`src/spbf_pkg.sv`:
```
package spbf_pkg;

  // register offsets on the internal port
  localparam logic [7:0] OFS_CTRL   = 8'h00;
  localparam logic [7:0] OFS_INTEN  = 8'h02;
  localparam logic [7:0] OFS_STATUS = 8'h03;
  localparam logic [7:0] OFS_DATA   = 8'h04;
  localparam logic [7:0] OFS_CLEAR  = 8'h05;

  // control bit positions
  localparam int CTRL_EN    = 0;
  localparam int CTRL_HOST  = 1;
  localparam int CTRL_SSD   = 2;
  localparam int CTRL_BUFFERED_MODE_ENABLE = 7;
  localparam logic [7:0] CTRL_MASK = 8'h87;

  // status flag positions, shared by enable and clear registers
  localparam int FLG_RXC = 7;
  localparam int FLG_TXC = 6;
  localparam int FLG_DRE = 5;
  localparam int FLG_SST = 4;
  localparam int FLG_OVF = 0;
  localparam logic [7:0] FLAG_MASK = 8'hf1;

  // values after reset
  localparam logic [7:0] CTRL_RST  = 8'h00;
  localparam logic [7:0] INTEN_RST = 8'h00;
  localparam logic [7:0] FLAGS_RST = 8'h20;
  localparam logic [7:0] DATA_RST  = 8'h00;

  // timing
  localparam int CLK_PERIOD_NS = 25;
  localparam int SCK_HALF_NS   = 100;
  localparam logic [7:0] SCK_HALF_CYC =
    8'((SCK_HALF_NS + CLK_PERIOD_NS - 1) / CLK_PERIOD_NS);
  localparam logic [3:0] BYTE_BITS = 4'h8;

  typedef struct packed {
    logic [7:0] addr;
    logic [7:0] wdata;
    logic       wr;
    logic       rd;
  } spbf_bus_req_t;

  typedef struct packed {
    logic sck;
    logic mosi;
    logic miso;
    logic ss_n;
  } spbf_pin_in_t;

  typedef struct packed {
    logic [7:0]   ctrl;
    logic [7:0]   inten;
    logic [7:0]   flags;
    logic [7:0]   shift;
    logic [3:0]   bitcnt;
    logic         busy;
    logic         pend;
    logic [7:0]   txbuf;
    logic         txbuf_full;
    logic [7:0]   rxdata;
    logic         rxdata_full;
    logic [7:0]   rxbuf;
    logic         rxbuf_full;
    logic         ovf_pend;
    logic [7:0]   div;
    logic         sck_q;
    logic         sdo_q;
    logic         sck_oe;
    logic         mosi_oe;
    logic         miso_oe;
    logic [7:0]   rdata;
    logic         irq;
    spbf_pin_in_t sync1;
    spbf_pin_in_t sync2;
    logic         sck_prev;
    logic         ss_prev;
  } spbf_state_t;

endpackage : spbf_pkg

```
`src/spbf_core.sv`:
```
// Local design decision: the plain strobed port.
`timescale 1ns/1ps
// Operation
// empty flag high only while transmit buffer empty
// data register write clears empty flag
// handler must refill or mask empty interrupt
// select low in host mode forces client
// takeover flag only when select line enabled
// writing one clears takeover flag
// overrun when both receive stages full, third arrives
// no transmit data: overrun waits next transfer
// data read or write-one clears overrun
// host write starts transfer, client write stages
// written byte shifts out on serial line
// normal mode: write shift, read receive register
// buffered mode write loads transmit buffer
// buffered read returns buffer, then advances stage
// buffered mode: two receive, one transmit stage
// receive flag tracks unread data, write-one clears
// transmit-complete when shifted out, buffer empty; the code sets it in buffered mode only
// interrupt when enabled flag is set
module spbf_core (
  // clock and reset
  input  wire logic                   i_clk,
  input  wire logic                   i_reset,
  // register port
  input  wire spbf_pkg::spbf_bus_req_t i_bus,
  output logic [7:0]                  o_rdata,
  output logic                        o_irq,
  // serial pins
  input  wire spbf_pkg::spbf_pin_in_t i_pins,
  output logic                        o_sck,
  output logic                        o_sck_oe,
  output logic                        o_mosi,
  output logic                        o_mosi_oe,
  output logic                        o_miso,
  output logic                        o_miso_oe
);
  import spbf_pkg::*;

  spbf_state_t s_reg;
  spbf_state_t s_next;
  logic        done;
  logic        start;
  logic        take;
  logic [7:0]  rx_byte;
  logic [7:0]  clr_bits;

  always_comb begin
    s_next  = s_reg;
    done    = 1'b0;
    start   = 1'b0;
    take    = 1'b0;
    rx_byte = s_reg.shift;
    // the empty flag follows the buffer level, so a write of one never clears it
    clr_bits = i_bus.wdata & FLAG_MASK;
    clr_bits[FLG_DRE] = 1'b0;
    // pins pass two flops before any logic reads them
    s_next.sync1    = i_pins;
    s_next.sync2    = s_reg.sync1;
    s_next.sck_prev = s_reg.sync2.sck;
    s_next.ss_prev  = s_reg.sync2.ss_n;
    s_next.rdata    = 8'h00;

    // register reads
    if (i_bus.rd) begin
      case (i_bus.addr)
        OFS_CTRL:   s_next.rdata = s_reg.ctrl;
        OFS_INTEN:  s_next.rdata = s_reg.inten;
        OFS_STATUS: s_next.rdata = s_reg.flags;
        OFS_DATA: begin
          s_next.flags[FLG_OVF] = 1'b0;
          if (s_reg.ctrl[CTRL_BUFFERED_MODE_ENABLE]) begin
            s_next.rdata       = s_reg.rxbuf;
            s_next.rxbuf       = s_reg.rxdata;
            s_next.rxbuf_full  = s_reg.rxdata_full;
            s_next.rxdata_full = 1'b0;
            s_next.flags[FLG_RXC] = s_reg.rxdata_full;
          end else begin
            s_next.rdata = s_reg.rxdata;
            s_next.rxdata_full = 1'b0;
            s_next.flags[FLG_RXC] = 1'b0;
          end
        end
        default: s_next.rdata = 8'h00;
      endcase
    end

    // buffered mode: move staged byte into the idle shifter
    if (s_reg.ctrl[CTRL_BUFFERED_MODE_ENABLE] && !s_reg.busy && !s_reg.pend && s_reg.txbuf_full) begin
      s_next.shift      = s_reg.txbuf;
      s_next.txbuf_full = 1'b0;
      s_next.pend       = 1'b1;
      s_next.flags[FLG_DRE] = 1'b1;
    end

    // register writes; moving first lets a write in the same cycle refill the buffer
    if (i_bus.wr) begin
      case (i_bus.addr)
        OFS_CTRL:  s_next.ctrl  = i_bus.wdata & CTRL_MASK;
        OFS_INTEN: s_next.inten = i_bus.wdata & FLAG_MASK;
        OFS_STATUS, OFS_CLEAR:
          s_next.flags = s_next.flags & ~clr_bits;
        OFS_DATA: begin
          s_next.flags[FLG_DRE] = 1'b0;
          if (s_reg.ctrl[CTRL_BUFFERED_MODE_ENABLE]) begin
            s_next.txbuf      = i_bus.wdata;
            s_next.txbuf_full = 1'b1;
          end else if (!s_reg.busy && !s_reg.pend) begin
            // a write during a transfer is dropped in normal mode
            s_next.shift = i_bus.wdata;
            s_next.pend  = 1'b1;
          end
        end
        default: ;
      endcase
    end

    // select taken over by another host
    if (s_reg.ctrl[CTRL_EN] && s_reg.ctrl[CTRL_HOST] && !s_reg.ctrl[CTRL_SSD]
        && !s_reg.sync2.ss_n) begin
      take = 1'b1;
      s_next.ctrl[CTRL_HOST] = 1'b0;
      s_next.flags[FLG_SST]  = 1'b1;
      s_next.busy  = 1'b0;
      s_next.sck_q = 1'b0;
    end else if (s_reg.ctrl[CTRL_EN] && s_reg.ctrl[CTRL_HOST]) begin
      if (!s_reg.busy && s_reg.pend) begin
        start        = 1'b1;
        s_next.busy  = 1'b1;
        s_next.pend  = 1'b0;
        s_next.bitcnt = 4'h0;
        s_next.div   = 8'h00;
        s_next.sck_q = 1'b0;
        s_next.sdo_q = s_reg.shift[7];
      end else if (s_reg.busy) begin
        if (s_reg.div == SCK_HALF_CYC - 8'h01) begin
          s_next.div = 8'h00;
          if (!s_reg.sck_q) begin
            s_next.sck_q  = 1'b1;
            s_next.shift  = {s_reg.shift[6:0], s_reg.sync2.miso};
            s_next.bitcnt = s_reg.bitcnt + 4'h1;
          end else begin
            s_next.sck_q = 1'b0;
            if (s_reg.bitcnt == BYTE_BITS) begin
              done        = 1'b1;
              s_next.busy = 1'b0;
            end else begin
              s_next.sdo_q = s_reg.shift[7];
            end
          end
        end else begin
          s_next.div = s_reg.div + 8'h01;
        end
      end
    end else if (s_reg.ctrl[CTRL_EN]) begin
      // client: the other party clocks; a staged byte waits for select
      if (s_reg.ss_prev && !s_reg.sync2.ss_n) begin
        start         = 1'b1;
        s_next.busy   = 1'b1;
        s_next.pend   = 1'b0;
        s_next.bitcnt = 4'h0;
        s_next.sdo_q  = s_next.shift[7];
      end else if (s_reg.busy && s_reg.sync2.ss_n) begin
        s_next.busy = 1'b0;
      end else if (s_reg.busy) begin
        if (s_reg.sync2.sck && !s_reg.sck_prev) begin
          rx_byte       = {s_reg.shift[6:0], s_reg.sync2.mosi};
          s_next.shift  = rx_byte;
          s_next.bitcnt = s_reg.bitcnt + 4'h1;
          if (s_reg.bitcnt == BYTE_BITS - 4'h1) begin
            done        = 1'b1;
            s_next.busy = 1'b0;
          end
        end else if (!s_reg.sync2.sck && s_reg.sck_prev) begin
          s_next.sdo_q = s_reg.shift[7];
        end
      end
    end else begin
      s_next.busy  = 1'b0;
      s_next.sck_q = 1'b0;
    end

    if (done) begin
      rx_byte = s_next.shift;
      if (!s_reg.ctrl[CTRL_BUFFERED_MODE_ENABLE]) begin
        s_next.rxdata      = rx_byte;
        s_next.rxdata_full = 1'b1;
        s_next.flags[FLG_RXC] = 1'b1;
        s_next.flags[FLG_DRE] = 1'b1;
      end else begin
        if (!s_next.rxbuf_full) begin
          s_next.rxbuf      = rx_byte;
          s_next.rxbuf_full = 1'b1;
          s_next.flags[FLG_RXC] = 1'b1;
        end else if (!s_next.rxdata_full) begin
          s_next.rxdata      = rx_byte;
          s_next.rxdata_full = 1'b1;
        end else if (s_next.txbuf_full || s_next.pend) begin
          s_next.flags[FLG_OVF] = 1'b1;
        end else begin
          s_next.ovf_pend = 1'b1;
        end
        if (!s_next.txbuf_full) begin
          s_next.flags[FLG_TXC] = 1'b1;
        end
      end
    end
    if (start && s_reg.ovf_pend) begin
      s_next.flags[FLG_OVF] = 1'b1;
      s_next.ovf_pend = 1'b0;
    end

    s_next.sck_oe  = s_next.ctrl[CTRL_EN] && s_next.ctrl[CTRL_HOST];
    s_next.mosi_oe = s_next.ctrl[CTRL_EN] && s_next.ctrl[CTRL_HOST];
    s_next.miso_oe = s_next.ctrl[CTRL_EN] && !s_next.ctrl[CTRL_HOST] && !s_reg.sync2.ss_n;
    s_next.irq     = |(s_next.flags & s_next.inten);
  end

  always_ff @(posedge i_clk or posedge i_reset) begin
    if (i_reset) begin
      s_reg       <= '0;
      s_reg.ctrl  <= CTRL_RST;
      s_reg.inten <= INTEN_RST;
      s_reg.flags <= FLAGS_RST;
      s_reg.shift <= DATA_RST;
      s_reg.sync1.ss_n <= 1'b1;
      s_reg.sync2.ss_n <= 1'b1;
      s_reg.ss_prev <= 1'b1;
    end else begin
      s_reg <= s_next;
    end
  end

  assign o_rdata   = s_reg.rdata;
  assign o_irq     = s_reg.irq;
  assign o_sck     = s_reg.sck_q;
  assign o_sck_oe  = s_reg.sck_oe;
  assign o_mosi    = s_reg.sdo_q;
  assign o_mosi_oe = s_reg.mosi_oe;
  assign o_miso    = s_reg.sdo_q;
  assign o_miso_oe = s_reg.miso_oe;

  // assertion helpers
  logic wr_data;
  logic rd_data;
  logic buffered_mode_enable;
  assign wr_data = i_bus.wr && (i_bus.addr == OFS_DATA);
  assign rd_data = i_bus.rd && (i_bus.addr == OFS_DATA);
  assign buffered_mode_enable   = s_reg.ctrl[CTRL_BUFFERED_MODE_ENABLE];
endmodule : spbf_core

```
`config.mk`:
```
export PLATFORM = sky130hd
export DESIGN_NAME = spbf_core
export DESIGN_NICKNAME = d
export VERILOG_FILES = /design/src/spbf_pkg.sv /design/src/spbf_core.sv
export SDC_FILE = /design/constraint.sdc
export NUM_CORES = 1
export LEC_CHECK = 0
export BUFFER_PORTS_ARGS = -buffer_cell sky130_fd_sc_hd__buf_4
export CAP_MARGIN = 20
export CORE_ASPECT_RATIO = 0.8
export CORE_MARGIN = 1
export CORE_UTILIZATION = 35
export DETAILED_ROUTE_END_ITERATION = 8
export SYNTH_ARGS = -nofsm -noshare
export SYNTH_HDL_FRONTEND = slang
export SYNTH_SLANG_ARGS = --single-unit
```
`constraint.sdc`:
```
create_clock -name i_clk -period 2.4 [get_ports i_clk]
set_input_delay 0.24 -clock i_clk [delete_from_list [all_inputs] [get_ports i_clk]]
set_output_delay 0.24 -clock i_clk [all_outputs]
set_load 0.005 [all_outputs]
```
[Yosys cells after proc, flatten, opt, wreduce, memory -nomap -nowiden]
Cells that the tools add are included.
Word-level totals
  output and inout port bits: 15
  logic and storage cells: 214
  input bits: 24
  flip-flop bits (word level): 93
Cells by class
  mux-type cells: 111
  $add $sub $neg: 2
  reduce and logical (&&, ||, !) cells: 45
  bitwise operators: 4
  eq/ne operators: 20
Operator list (number)
  $mux W8: 10
  $mux W10: 7
  $mux W1: 66
  $mux W13: 5
  $mux W9: 6
  $mux W12: 4
  $pmux W8 S4: 1
  $mux W26: 1
  $eq A8 B2 Y1 const B: 3
  $and A8 B8 Y8: 2
  $eq A8 B3 Y1 const B: 2
  $logic_and A1 B1 Y1: 16
  $mux W5: 3
  $mux W14: 1
  $reduce_and A3 Y1: 4
  $reduce_bool A2 Y1: 6
  $mux W11: 1
  $reduce_and A10 Y1: 1
  $ne A3 B2 Y1 const B: 3
  $ne A3 B3 Y1 const B: 3
  $add A8 B1 Y8 const B: 1
  $logic_not A8 Y1: 1
  $mux W2: 4
  $not A8 Y8: 1
  other kinds (20): 30

[Logic depth before layout (Yosys ltp)]
Gate-level depths: netlist of run 1.
  depth after elaboration: 26
  depth in mapped cells: 9
  gate-level depth less buffers: 8

[Worst setup path before layout of run 1]
No wires, ideal clock.
  path kind: register to register
  start point: register s_reg[60] in the netlist's numbering
  end point: register s_reg[43] in the netlist's numbering
  data arrival time: 2.112 ns
  cell stages (with the launch flop): 8
  data required time: 2.275 ns
  setup slack: 0.163 ns
  library setup time: 0.125 ns
  clock period less this slack: 2.237 ns
  path buffers: 2
  cell sequence: dfrtp_1 > clkbuf_2 > nor4bb_1 > buf_2 > mux2_1 > mux2_2 > a211o_1 > mux2_2
RTL lines
  start: declaration: RTL line spbf_core.sv:41  | spbf_state_t s_reg;
  start signal: assignment: RTL line spbf_core.sv:231  | s_reg <= s_next;

==> flow_metrics.py, run 1 <==
metrics = {
    "worst_setup_path": {
        "path_max_fanout": 10,
        "path_delay_family": "simple AND/OR/NAND/NOR gates",
        "cp-start-kind": "flop",
        "cp.arrival_ps": 2510,
        "rr_endpoint": "s_reg[44]",
        "rr_worst_depth": 5,
        "cp.required_ps": 2630,
        "end_kind": "flop",
        "crit_buf_inv": 0,
        "path_common_cell": "mux2_2",
        "crit_slowest_cell": "or4_1",
        "rrSetupSlack_ps": 120,
        "worstSetupPathType": "reg2reg",
        "critPathMaxStageDelay_ps": 560,
        "timing.rr.start": "s_reg[27]",
        "crit_chain": "or4_1 > nor4_2 > nor2_2 > mux2_2 > mux2_2",
    },
    "drt": {
        "ant_nets": 0,
        "wirelength_um": 10600,
        "drt_pass1_iterations": 5,
        "drt_iter0_drc": 320,
        "drc_errors": 0,
        "routedWlPerCell_um": 16.7,
        "vias": 3269,
        "avgViaCountPerCell": 5.12,
    },
    "global_route": {
        "antenna_found_initial": 0,
        "grt_pass1_vias": 3172,
        "grt_max_degree": 48,
        "overflow": 0,
        "grt_usage_pct": 17.6,
        "grt_pass1_wl_um": 17300,
    },
    "floorplanning": {
        "coreArea_mm2": 0.0123,
        "die_area_mm2": 0.0132,
        "fp.dieH_um": 103,
        "fp-row-count": 36,
        "die_w_um": 128,
        "start_util_pct": 36.3,
        "ios": 39,
    },
    "clock_tree": {
        "cts_root_buf": "clkbuf_16",
        "cts_num_sinks": 87,
        "cts_tree": "built",
        "numCtsBuffers": 9,
        "clk_latency_ps": 350,
        "clk_path_buf_depth": 2,
        "clk_pin_slew_ps": 60,
        "cts_max_level": 3,
    },
    "timing": {
        "hold_slack_ps": 147,
        "fin_ws_ps": 122,
        "finalClockSkew_ps": 5.22,
        "finalCriticalPeriod_ps": 2280,
        "worst_pin_slew_ps": 574,
        "setup-tns-final_ps": 0,
        "finalCritPeriodShare_pct": 94.9,
        "max_slew_margin_pct": 61.7,
        "setup_viol": 0,
        "clock.fmax_mhz": 439,
        "drv_slew": 0,
        "rsz0062_at_grt": "true",
        "hold_violations": 0,
    },
    "min_path": {
        "hold_path_depth": 2,
        "whs_endpoint": "s_reg[55]",
        "worstHoldPathType": "in2reg",
        "min_from": "i_bus[5]",
    },
    "placement": {
        "dp_hpwl_um": 7650,
        "place_worst_setup_slack_ps": 44.2,
        "post_dp_cell_area_mm2": 0.00504,
        "dp.cells": 616,
        "portBuffers": 38,
        "gp_congestion": 0.908,
    },
    "power_and_ir_drop": {
        "p_per_area_mw_per_mm2": 636,
        "leakage_nw": 2.55,
        "power_mw": 3.46,
        "irDropWorstVdd_mv": 0.429,
    },
    "run": {
        "max_cap_viol_count": 0,
    },
    "final_layout": {
        "final_area_mm2": 0.00543,
        "area_growth_pct": 21.6,
        "nNetsFinal": 489,
        "drive_gt1_share_pct": 29.1,
        "largest_reg_flops": 67,
        "diodes": 0,
        "utilization_pct": 44.2,
        "fin_cells": 638,
    },
    "yosys": {
        "syn_nets": 435,
        "synth.cell_area_mm2": 0.00447,
        "synth_flop_cell": "dfrtp_1",
        "async_reset_ff_share_pct": 100,
        "yosysUniqueCellTypes": 74,
        "syn_inst": 408,
        "seq_area_frac_synth_pct": 48.8,
        "synth_seq_cells": 87,
        "synth_edf_count": 0,
        "avgSynthCellArea_um2": 11.0,
        "yosysWarnings": 0,
    },
    "run_status": {
        "outcome": "finished, final reports clean",
    },
}
[how the worst max path moves through the flow]
stage	start	endpoint	slack, ps	depth (start not counted)
2_1_floorplan	s_reg[60]	s_reg[43]	160	7
3_3_place_gp	s_reg[24]	s_reg[64]	130	7
3_5_place_dp	s_reg[24]	s_reg[64]	40	7
4_1_cts	s_reg[24]	s_reg[64]	20	7
5_1_grt	s_reg[24]	s_reg[64]	-30	7
6_report	s_reg[27]	s_reg[44]	120	5
[worst register-to-register path: stages (launching register included)]
cell	delay, ps
dfrtp_1	470
or4_1	560
nor4_2	300
nor2_2	220
mux2_2	350
mux2_2	260
[placed cells by master (no fill, tap or decap), types with 3 or more instances in the layout]
master | synthesis | layout
nor4b_4 | 3 | 3
dlygate4sd3_1 | 0 | 5
nand4_1 | 6 | 6
o21a_1 | 7 | 7
a21oi_1 | 24 | 24
nor2b_1 | 5 | 5
nor3_1 | 5 | 5
nand3_1 | 11 | 11
nand2b_1 | 4 | 4
nor2_1 | 27 | 27
dfrtp_1 | 83 | 83
o21ai_0 | 17 | 17
mux2_2 | 31 | 31
a22oi_1 | 6 | 6
dfstp_2 | 4 | 4
xor2_1 | 5 | 5
mux2i_1 | 23 | 23
buf_4 | 11 | 61
nand3b_1 | 3 | 3
clkbuf_16 | 0 | 9
nand2_1 | 37 | 37
inv_1 | 13 | 12
and3_1 | 3 | 3
[synthesized netlist by cell type (all sizes together) (4+ instances only)]
cell type / n / area (um^2)
dfrtp: 83 / 2080
nand2: 38 / 150
mux2: 34 / 390
nor2: 28 / 108
a21oi: 24 / 120
mux2i: 23 / 230
buf: 17 / 111
o21ai: 17 / 85.1
inv: 13 / 48.8
nand3: 11 / 55.1
clkbuf: 8 / 31.3
a22oi: 7 / 57.6
o21a: 7 / 52.6
nand4: 6 / 37.5
nor3: 6 / 35.0
nor2b: 5 / 31.3
nor4: 5 / 67.6
xor2: 5 / 43.8
dfstp: 4 / 105
nand2b: 4 / 25.0
nor4b: 4 / 80.1
[cells by family after synthesis]
kind of cell	after synthesis	synth area share, %
flops	87	48.8
buf+inv	38	4.28
fa+ha+maj	3	0.840
mux	57	13.9
simple gates	134	18.3
xor+xnor	6	1.18
compound gates	83	12.7
[timing repair]
item | 4_1_cts | 5_1_grt
gates resized for setup | 0 | 3
hold endpoints to repair | 21 | 0
hold buffers | 5 | 0
endpoints found under the setup margin | 0 | 9
buffers inserted | 0 | 1
[power by group]
part / switching, mW / internal, mW
clock network: 0.587 / 0.941
logic: 0.184 / 0.141
registers: 0.0680 / 1.54
[final cells by class]
| cell class | instances | area (um^2) |
|---|---|---|
| fill | 1146 | 6860 |
| multi-input combinational | 283 | 2110 |
| tap | 171 | 214 |
| clock buffer | 11 | 243 |
| timing repair buffer | 68 | 548 |
| sequential | 87 | 2180 |
| inverter | 13 | 52.6 |
| clock inverter | 5 | 81.3 |
[per-layer routing]
layer | up-vias | wire (um) | GRT usage (%)
li1 | 1580 | - | -
met1 | 1601 | 5620 | 26.2
met2 | 76 | 4370 | 24.6
met3 | 12 | 515 | 4.41
met4 | 0 | 123 | 5.52
met5 | - | 0 | 0
(Power assumes the default switching activity.)
==> inputs of run 2 (changes only) <==
CELL_PAD_IN_SITES_DETAIL_PLACEMENT = 0   (was default)
CELL_PAD_IN_SITES_GLOBAL_PLACEMENT = 1   (was default)
PLACE_DENSITY_LB_ADDON = 0.1   (was default)
==> flow_metrics.py, run 2 (synthesized netlist as in run 1, its figures left out) <==
metrics = {
    "final_layout": {
        "drive_gt1_share_pct": 30.5,
        "area_growth_pct": 24.3,
        "mostFrequentLayoutCell": "dfrtp_1",
        "utilization_pct": 45.2,
        "nNetsFinal": 500,
        "fillers": 1174,
        "final_area_mm2": 0.00556,
        "largest_reg_flops": 67,
        "layout_common_cells": "83 x dfrtp_1, 71 x buf_4, 37 x nand2_1",
        "fin_cells": 649,
        "diodes": 0,
    },
    "global_route": {
        "grt_pass1_vias": 3263,
        "antenna_found_initial": 0,
        "overflow": 0,
        "grt_usage_pct": 18.8,
        "grt_max_degree": 38,
        "grt_pass1_wl_um": 18200,
    },
    "power_and_ir_drop": {
        "leakage_nw": 2.64,
        "seqPwrFrac_pct": 44.2,
        "power_frac_comb_pct": 9.0,
        "p_per_area_mw_per_mm2": 655,
        "p_sw_mw": 0.834,
        "p_clk_share_pct": 46.8,
        "switching_share_pct": 22.9,
        "irDropWorstVdd_mv": 0.330,
        "power_mw": 3.64,
        "intPower_mw": 2.81,
    },
    "placement": {
        "post_dp_cell_area_mm2": 0.00513,
        "dp_hpwl_um": 8470,
        "dp.cells": 626,
        "portBuffers": 38,
        "gp_congestion": 0.823,
    },
    "clock_tree": {
        "cts_num_sinks": 87,
        "cts_root_buf": "clkbuf_16",
        "cts_tree": "built",
        "numCtsBuffers": 9,
        "clk_path_buf_depth": 2,
        "clk_pin_slew_ps": 60,
        "cts_max_level": 3,
        "clk_latency_ps": 340,
    },
    "floorplanning": {
        "fp-row-count": 36,
        "coreArea_mm2": 0.0123,
        "die_w_um": 128,
        "ios": 39,
        "die_area_mm2": 0.0132,
        "start_util_pct": 36.3,
        "fp.dieH_um": 103,
    },
    "worst_setup_path": {
        "crit_cells": 7,
        "end_kind": "flop",
        "crit_buf_inv": 1,
        "path_common_cell": "mux2_2",
        "crit_chain": "ha_1 > buf_4 > nand4bb_1 > nor4_2 > nor2_2 > mux2_2 > mux2_2",
        "cp-start-kind": "flop",
        "critPathMaxStageDelay_ps": 480,
        "rr_worst_depth": 7,
        "path_max_fanout": 9,
        "path_delay_family": "multiplexers",
        "crit_slowest_cell": "nor2_2",
        "rrSetupSlack_ps": 100,
        "worstSetupPathType": "reg2reg",
        "cp.arrival_ps": 2530,
        "cp.required_ps": 2630,
    },
    "timing": {
        "finalCriticalPeriod_ps": 2300,
        "clock.fmax_mhz": 435,
        "worst_pin_slew_ps": 604,
        "setup-tns-final_ps": 0,
        "hold_violations": 0,
        "max_slew_margin_pct": 59.7,
        "drv_slew": 0,
        "finalClockSkew_ps": 6.95,
        "finalCritPeriodShare_pct": 95.9,
        "setup_viol": 0,
    },
    "run_status": {
        "outcome": "finished, final reports clean",
    },
    "drt": {
        "ant_nets": 0,
        "vias": 3298,
        "routedWlPerCell_um": 17.4,
        "avgViaCountPerCell": 5.08,
        "drt_iter0_drc": 196,
        "drc_errors": 0,
        "wirelength_um": 11300,
        "drt_pass1_iterations": 4,
    },
    "min_path": {
        "worstHoldPathType": "in2reg",
        "hold_path_depth": 2,
    },
    "run": {
        "max_cap_viol_count": 0,
    },
}
run 2: final timing paths:
kind,start,endpoint
setup / recovery,s_reg[24],s_reg[50]
hold / removal,i_bus[5],s_reg[55]
setup reg to reg,s_reg[24],s_reg[50]
hold reg to reg,s_next[5],s_next[1]
max in group asynchronous,i_reset,s_reg[0]
min in group asynchronous,i_reset,s_next[5]
run 2: power groups by stage:
stage | Sequential [mW] | Clock (mW) | Combinational [mW]
2_1_floorplan | 1.59 | 0 | 0.213
3_3_place_gp | 1.64 | 0 | 0.321
3_5_place_dp | 1.63 | 0 | 0.324
4_1_cts | 1.61 | 1.75 | 0.332
5_1_grt | 1.62 | 1.80 | 0.362
6_report | 1.61 | 1.70 | 0.326
run 2: what timing repair did:
| action | CTS | global route |
|---|---|---|
| buffers inserted | 1 | 1 |
| endpoints found under the setup margin | 1 | 12 |
| hold buffers | 5 | 0 |
| hold endpoints to repair | 16 | 0 |
| gates resized for setup | 0 | 1 |
run 2: cell type report:
cell class              instances  area (um^2)  area share, %
clock inverters                 6          134           2.41
multi-input cells             283         2100           37.8
inverters                      13         52.6          0.946
flip-flops and latches         87         2180           39.3
well taps                     171          214           3.85
clock buffers                  10          229           4.12
repair buffers                 79          643           11.6
run 2: per-layer routing:
| metal | vias to the layer above | share of wire [%] | GRT usage [%] | wire length, um |
|---|---|---|---|---|
| met5 | - | 0 | 0 | 0 |
| met4 | 0 | 0.89 | 6.52 | 101 |
| met3 | 10 | 3.3 | 3.68 | 369 |
| met2 | 57 | 41 | 25.5 | 4640 |
| met1 | 1630 | 55 | 29.0 | 6210 |
| li1 | 1601 | - | - | - |
run 2: worst register-to-register path, delay by kind of cell, from the launching register on:
| family | cells | cell delay [ps] |
|---|---|---|
| DFF | 1 | 400 |
| muxes | 2 | 700 |
| buffers and inverters | 1 | 160 |
| and+or+nand+nor | 3 | 680 |
| adders and majority gates | 1 | 250 |
run 2: metrics by stage:
stage	setup WS, ps	hold slack, ps
finish	98.8	143
CTS	33.4	126
global placement	64.1	243
global route	-0.551	145
floorplan	163	244
detailed placement	-14.0	245
==> inputs of run 3 (changes only) <==
CELL_PAD_IN_SITES_DETAIL_PLACEMENT = 1   (was 0)
CELL_PAD_IN_SITES_GLOBAL_PLACEMENT = 2   (was 1)
CORE_MARGIN = 2   (was 1)
GPL_ROUTABILITY_DRIVEN = 0   (was default)
==> flow_metrics.py, run 3 (synthesized netlist as in run 1, its figures left out) <==
metrics = {
    "worst_setup_path": {
        "end_kind": "flop",
        "worstSetupPathType": "reg2reg",
        "cp.arrival_ps": 2620,
        "cp-start-kind": "flop",
        "path_max_fanout": 8,
        "cp.required_ps": 2640,
    },
    "power_and_ir_drop": {
        "p_per_area_mw_per_mm2": 627,
        "irDropWorstVdd_mv": 0.362,
        "leakage_nw": 2.60,
        "power_mw": 3.45,
    },
    "timing": {
        "max_slew_margin_pct": 59.2,
        "hold_violations": 0,
        "clock.fmax_mhz": 420,
        "setup_viol": 0,
        "worst_pin_slew_ps": 612,
        "finalCriticalPeriod_ps": 2380,
        "finalClockSkew_ps": 4.57,
        "fin_ws_ps": 20.4,
        "setup-tns-final_ps": 0,
        "hold_slack_ps": 132,
        "drv_slew": 0,
        "finalCritPeriodShare_pct": 99.1,
    },
    "clock_tree": {
        "clk_pin_slew_ps": 60,
        "clk_path_buf_depth": 2,
        "cts_max_level": 3,
        "clk_latency_ps": 350,
        "cts_num_sinks": 87,
        "cts_root_buf": "clkbuf_16",
        "cts_tree": "built",
        "numCtsBuffers": 9,
    },
    "drt": {
        "vias": 3360,
        "drt_pass1_iterations": 4,
        "drt_iter0_drc": 159,
        "avgViaCountPerCell": 5.19,
        "routedWlPerCell_um": 19.5,
        "ant_nets": 0,
        "wirelength_um": 12700,
        "drc_errors": 0,
    },
    "final_layout": {
        "nNetsFinal": 499,
        "area_growth_pct": 23.2,
        "diodes": 0,
        "final_area_mm2": 0.00550,
        "drive_gt1_share_pct": 30.6,
        "mostFrequentLayoutCell": "dfrtp_1",
        "largest_reg_flops": 67,
        "layout_common_cells": "83 x dfrtp_1, 71 x buf_4, 37 x nand2_1",
    },
    "floorplanning": {
        "die_area_mm2": 0.0137,
        "fp.dieH_um": 105,
        "fp-row-count": 36,
        "die_w_um": 130,
        "start_util_pct": 36.3,
        "ios": 39,
        "coreArea_mm2": 0.0123,
    },
    "placement": {
        "post_dp_cell_area_mm2": 0.00510,
        "dp_hpwl_um": 9520,
        "place_worst_setup_slack_ps": -100,
        "portBuffers": 38,
    },
    "global_route": {
        "grt_pass1_wl_um": 20400,
        "grt_max_degree": 46,
        "antenna_found_initial": 0,
        "grt_pass1_vias": 3528,
        "grt_usage_pct": 20.0,
        "overflow": 0,
    },
    "min_path": {
        "worstHoldPathType": "in2reg",
    },
    "run_status": {
        "outcome": "finished, final reports clean",
    },
    "run": {
        "max_cap_viol_count": 0,
    },
}
[run 3: cell count changes in the layout (fill, tap and decap cells not counted), sizes merged]
cell / delta
buf: -1
bufinv: -2
clkbuf: +1
clkinv: -1
clkinvlp: +1
inv: +1
[run 3: area by class of cell]
cell class | count | area [um^2]
Sequential cell | 87 | 2180
Multi-Input combinational cell | 283 | 2120
Clock inverter | 5 | 81.3
Fill cell | 1347 | 6790
Tap cell | 171 | 214
Inverter | 13 | 52.6
Timing Repair Buffer | 78 | 623
Clock buffer | 11 | 233
[run 3: power breakdown]
part           internal, mW  total, mW  switching [mW]
clock network         0.914       1.50           0.587
logic                 0.145      0.340           0.195
registers              1.54       1.61          0.0698
total                  2.60       3.45           0.852
[run 3: layer usage]
layer  share of wire (%)  global-route usage [%]  wire length (um)  up-vias
li1                    -                       -                 -     1595
met1                  52                    30.5              6630     1682
met2                  42                    27.7              5280       68
met3                 4.5                    5.02               571       15
met4                 1.4                    5.76               176        0
met5                   0                       0                 0        -
[run 3: worst max-delay path, stage by stage, from the launching register on]
cell	delay, ps
dfrtp_1	500
nor4bb_2	510
mux2_1	370
mux2_2	270
a211o_1	340
mux2_2	270
[run 3: final timing paths]
path | start | to | slack, ps | depth (start not counted)
min in group asynchronous | i_reset | s_next[5] | 500 | 3
setup reg to reg | s_reg[61] | s_reg[43] | 20 | 5
hold / removal | i_bus[5] | s_reg[55] | 130 | 2
max in group asynchronous | i_reset | s_reg[79] | 1220 | 4
hold reg to reg | s_next[3] | s_reg[3] | 350 | 0
setup / recovery | s_reg[61] | s_reg[43] | 20 | 5
[run 3: stage by stage]
step	cells	util (%)
after detailed placement	624	41.5
after floorplan	408	-
after CTS	646	44.5
after global routing	648	44.7
final	648	44.7
after global placement	624	41.5
[run 3: repair_timing]
action	CTS	global route
buffers inserted	1	2
hold buffers	5	0
setup endpoints to repair	3	4
hold endpoints to repair	25	0
gates resized for setup	1	4
pin swaps	0	0
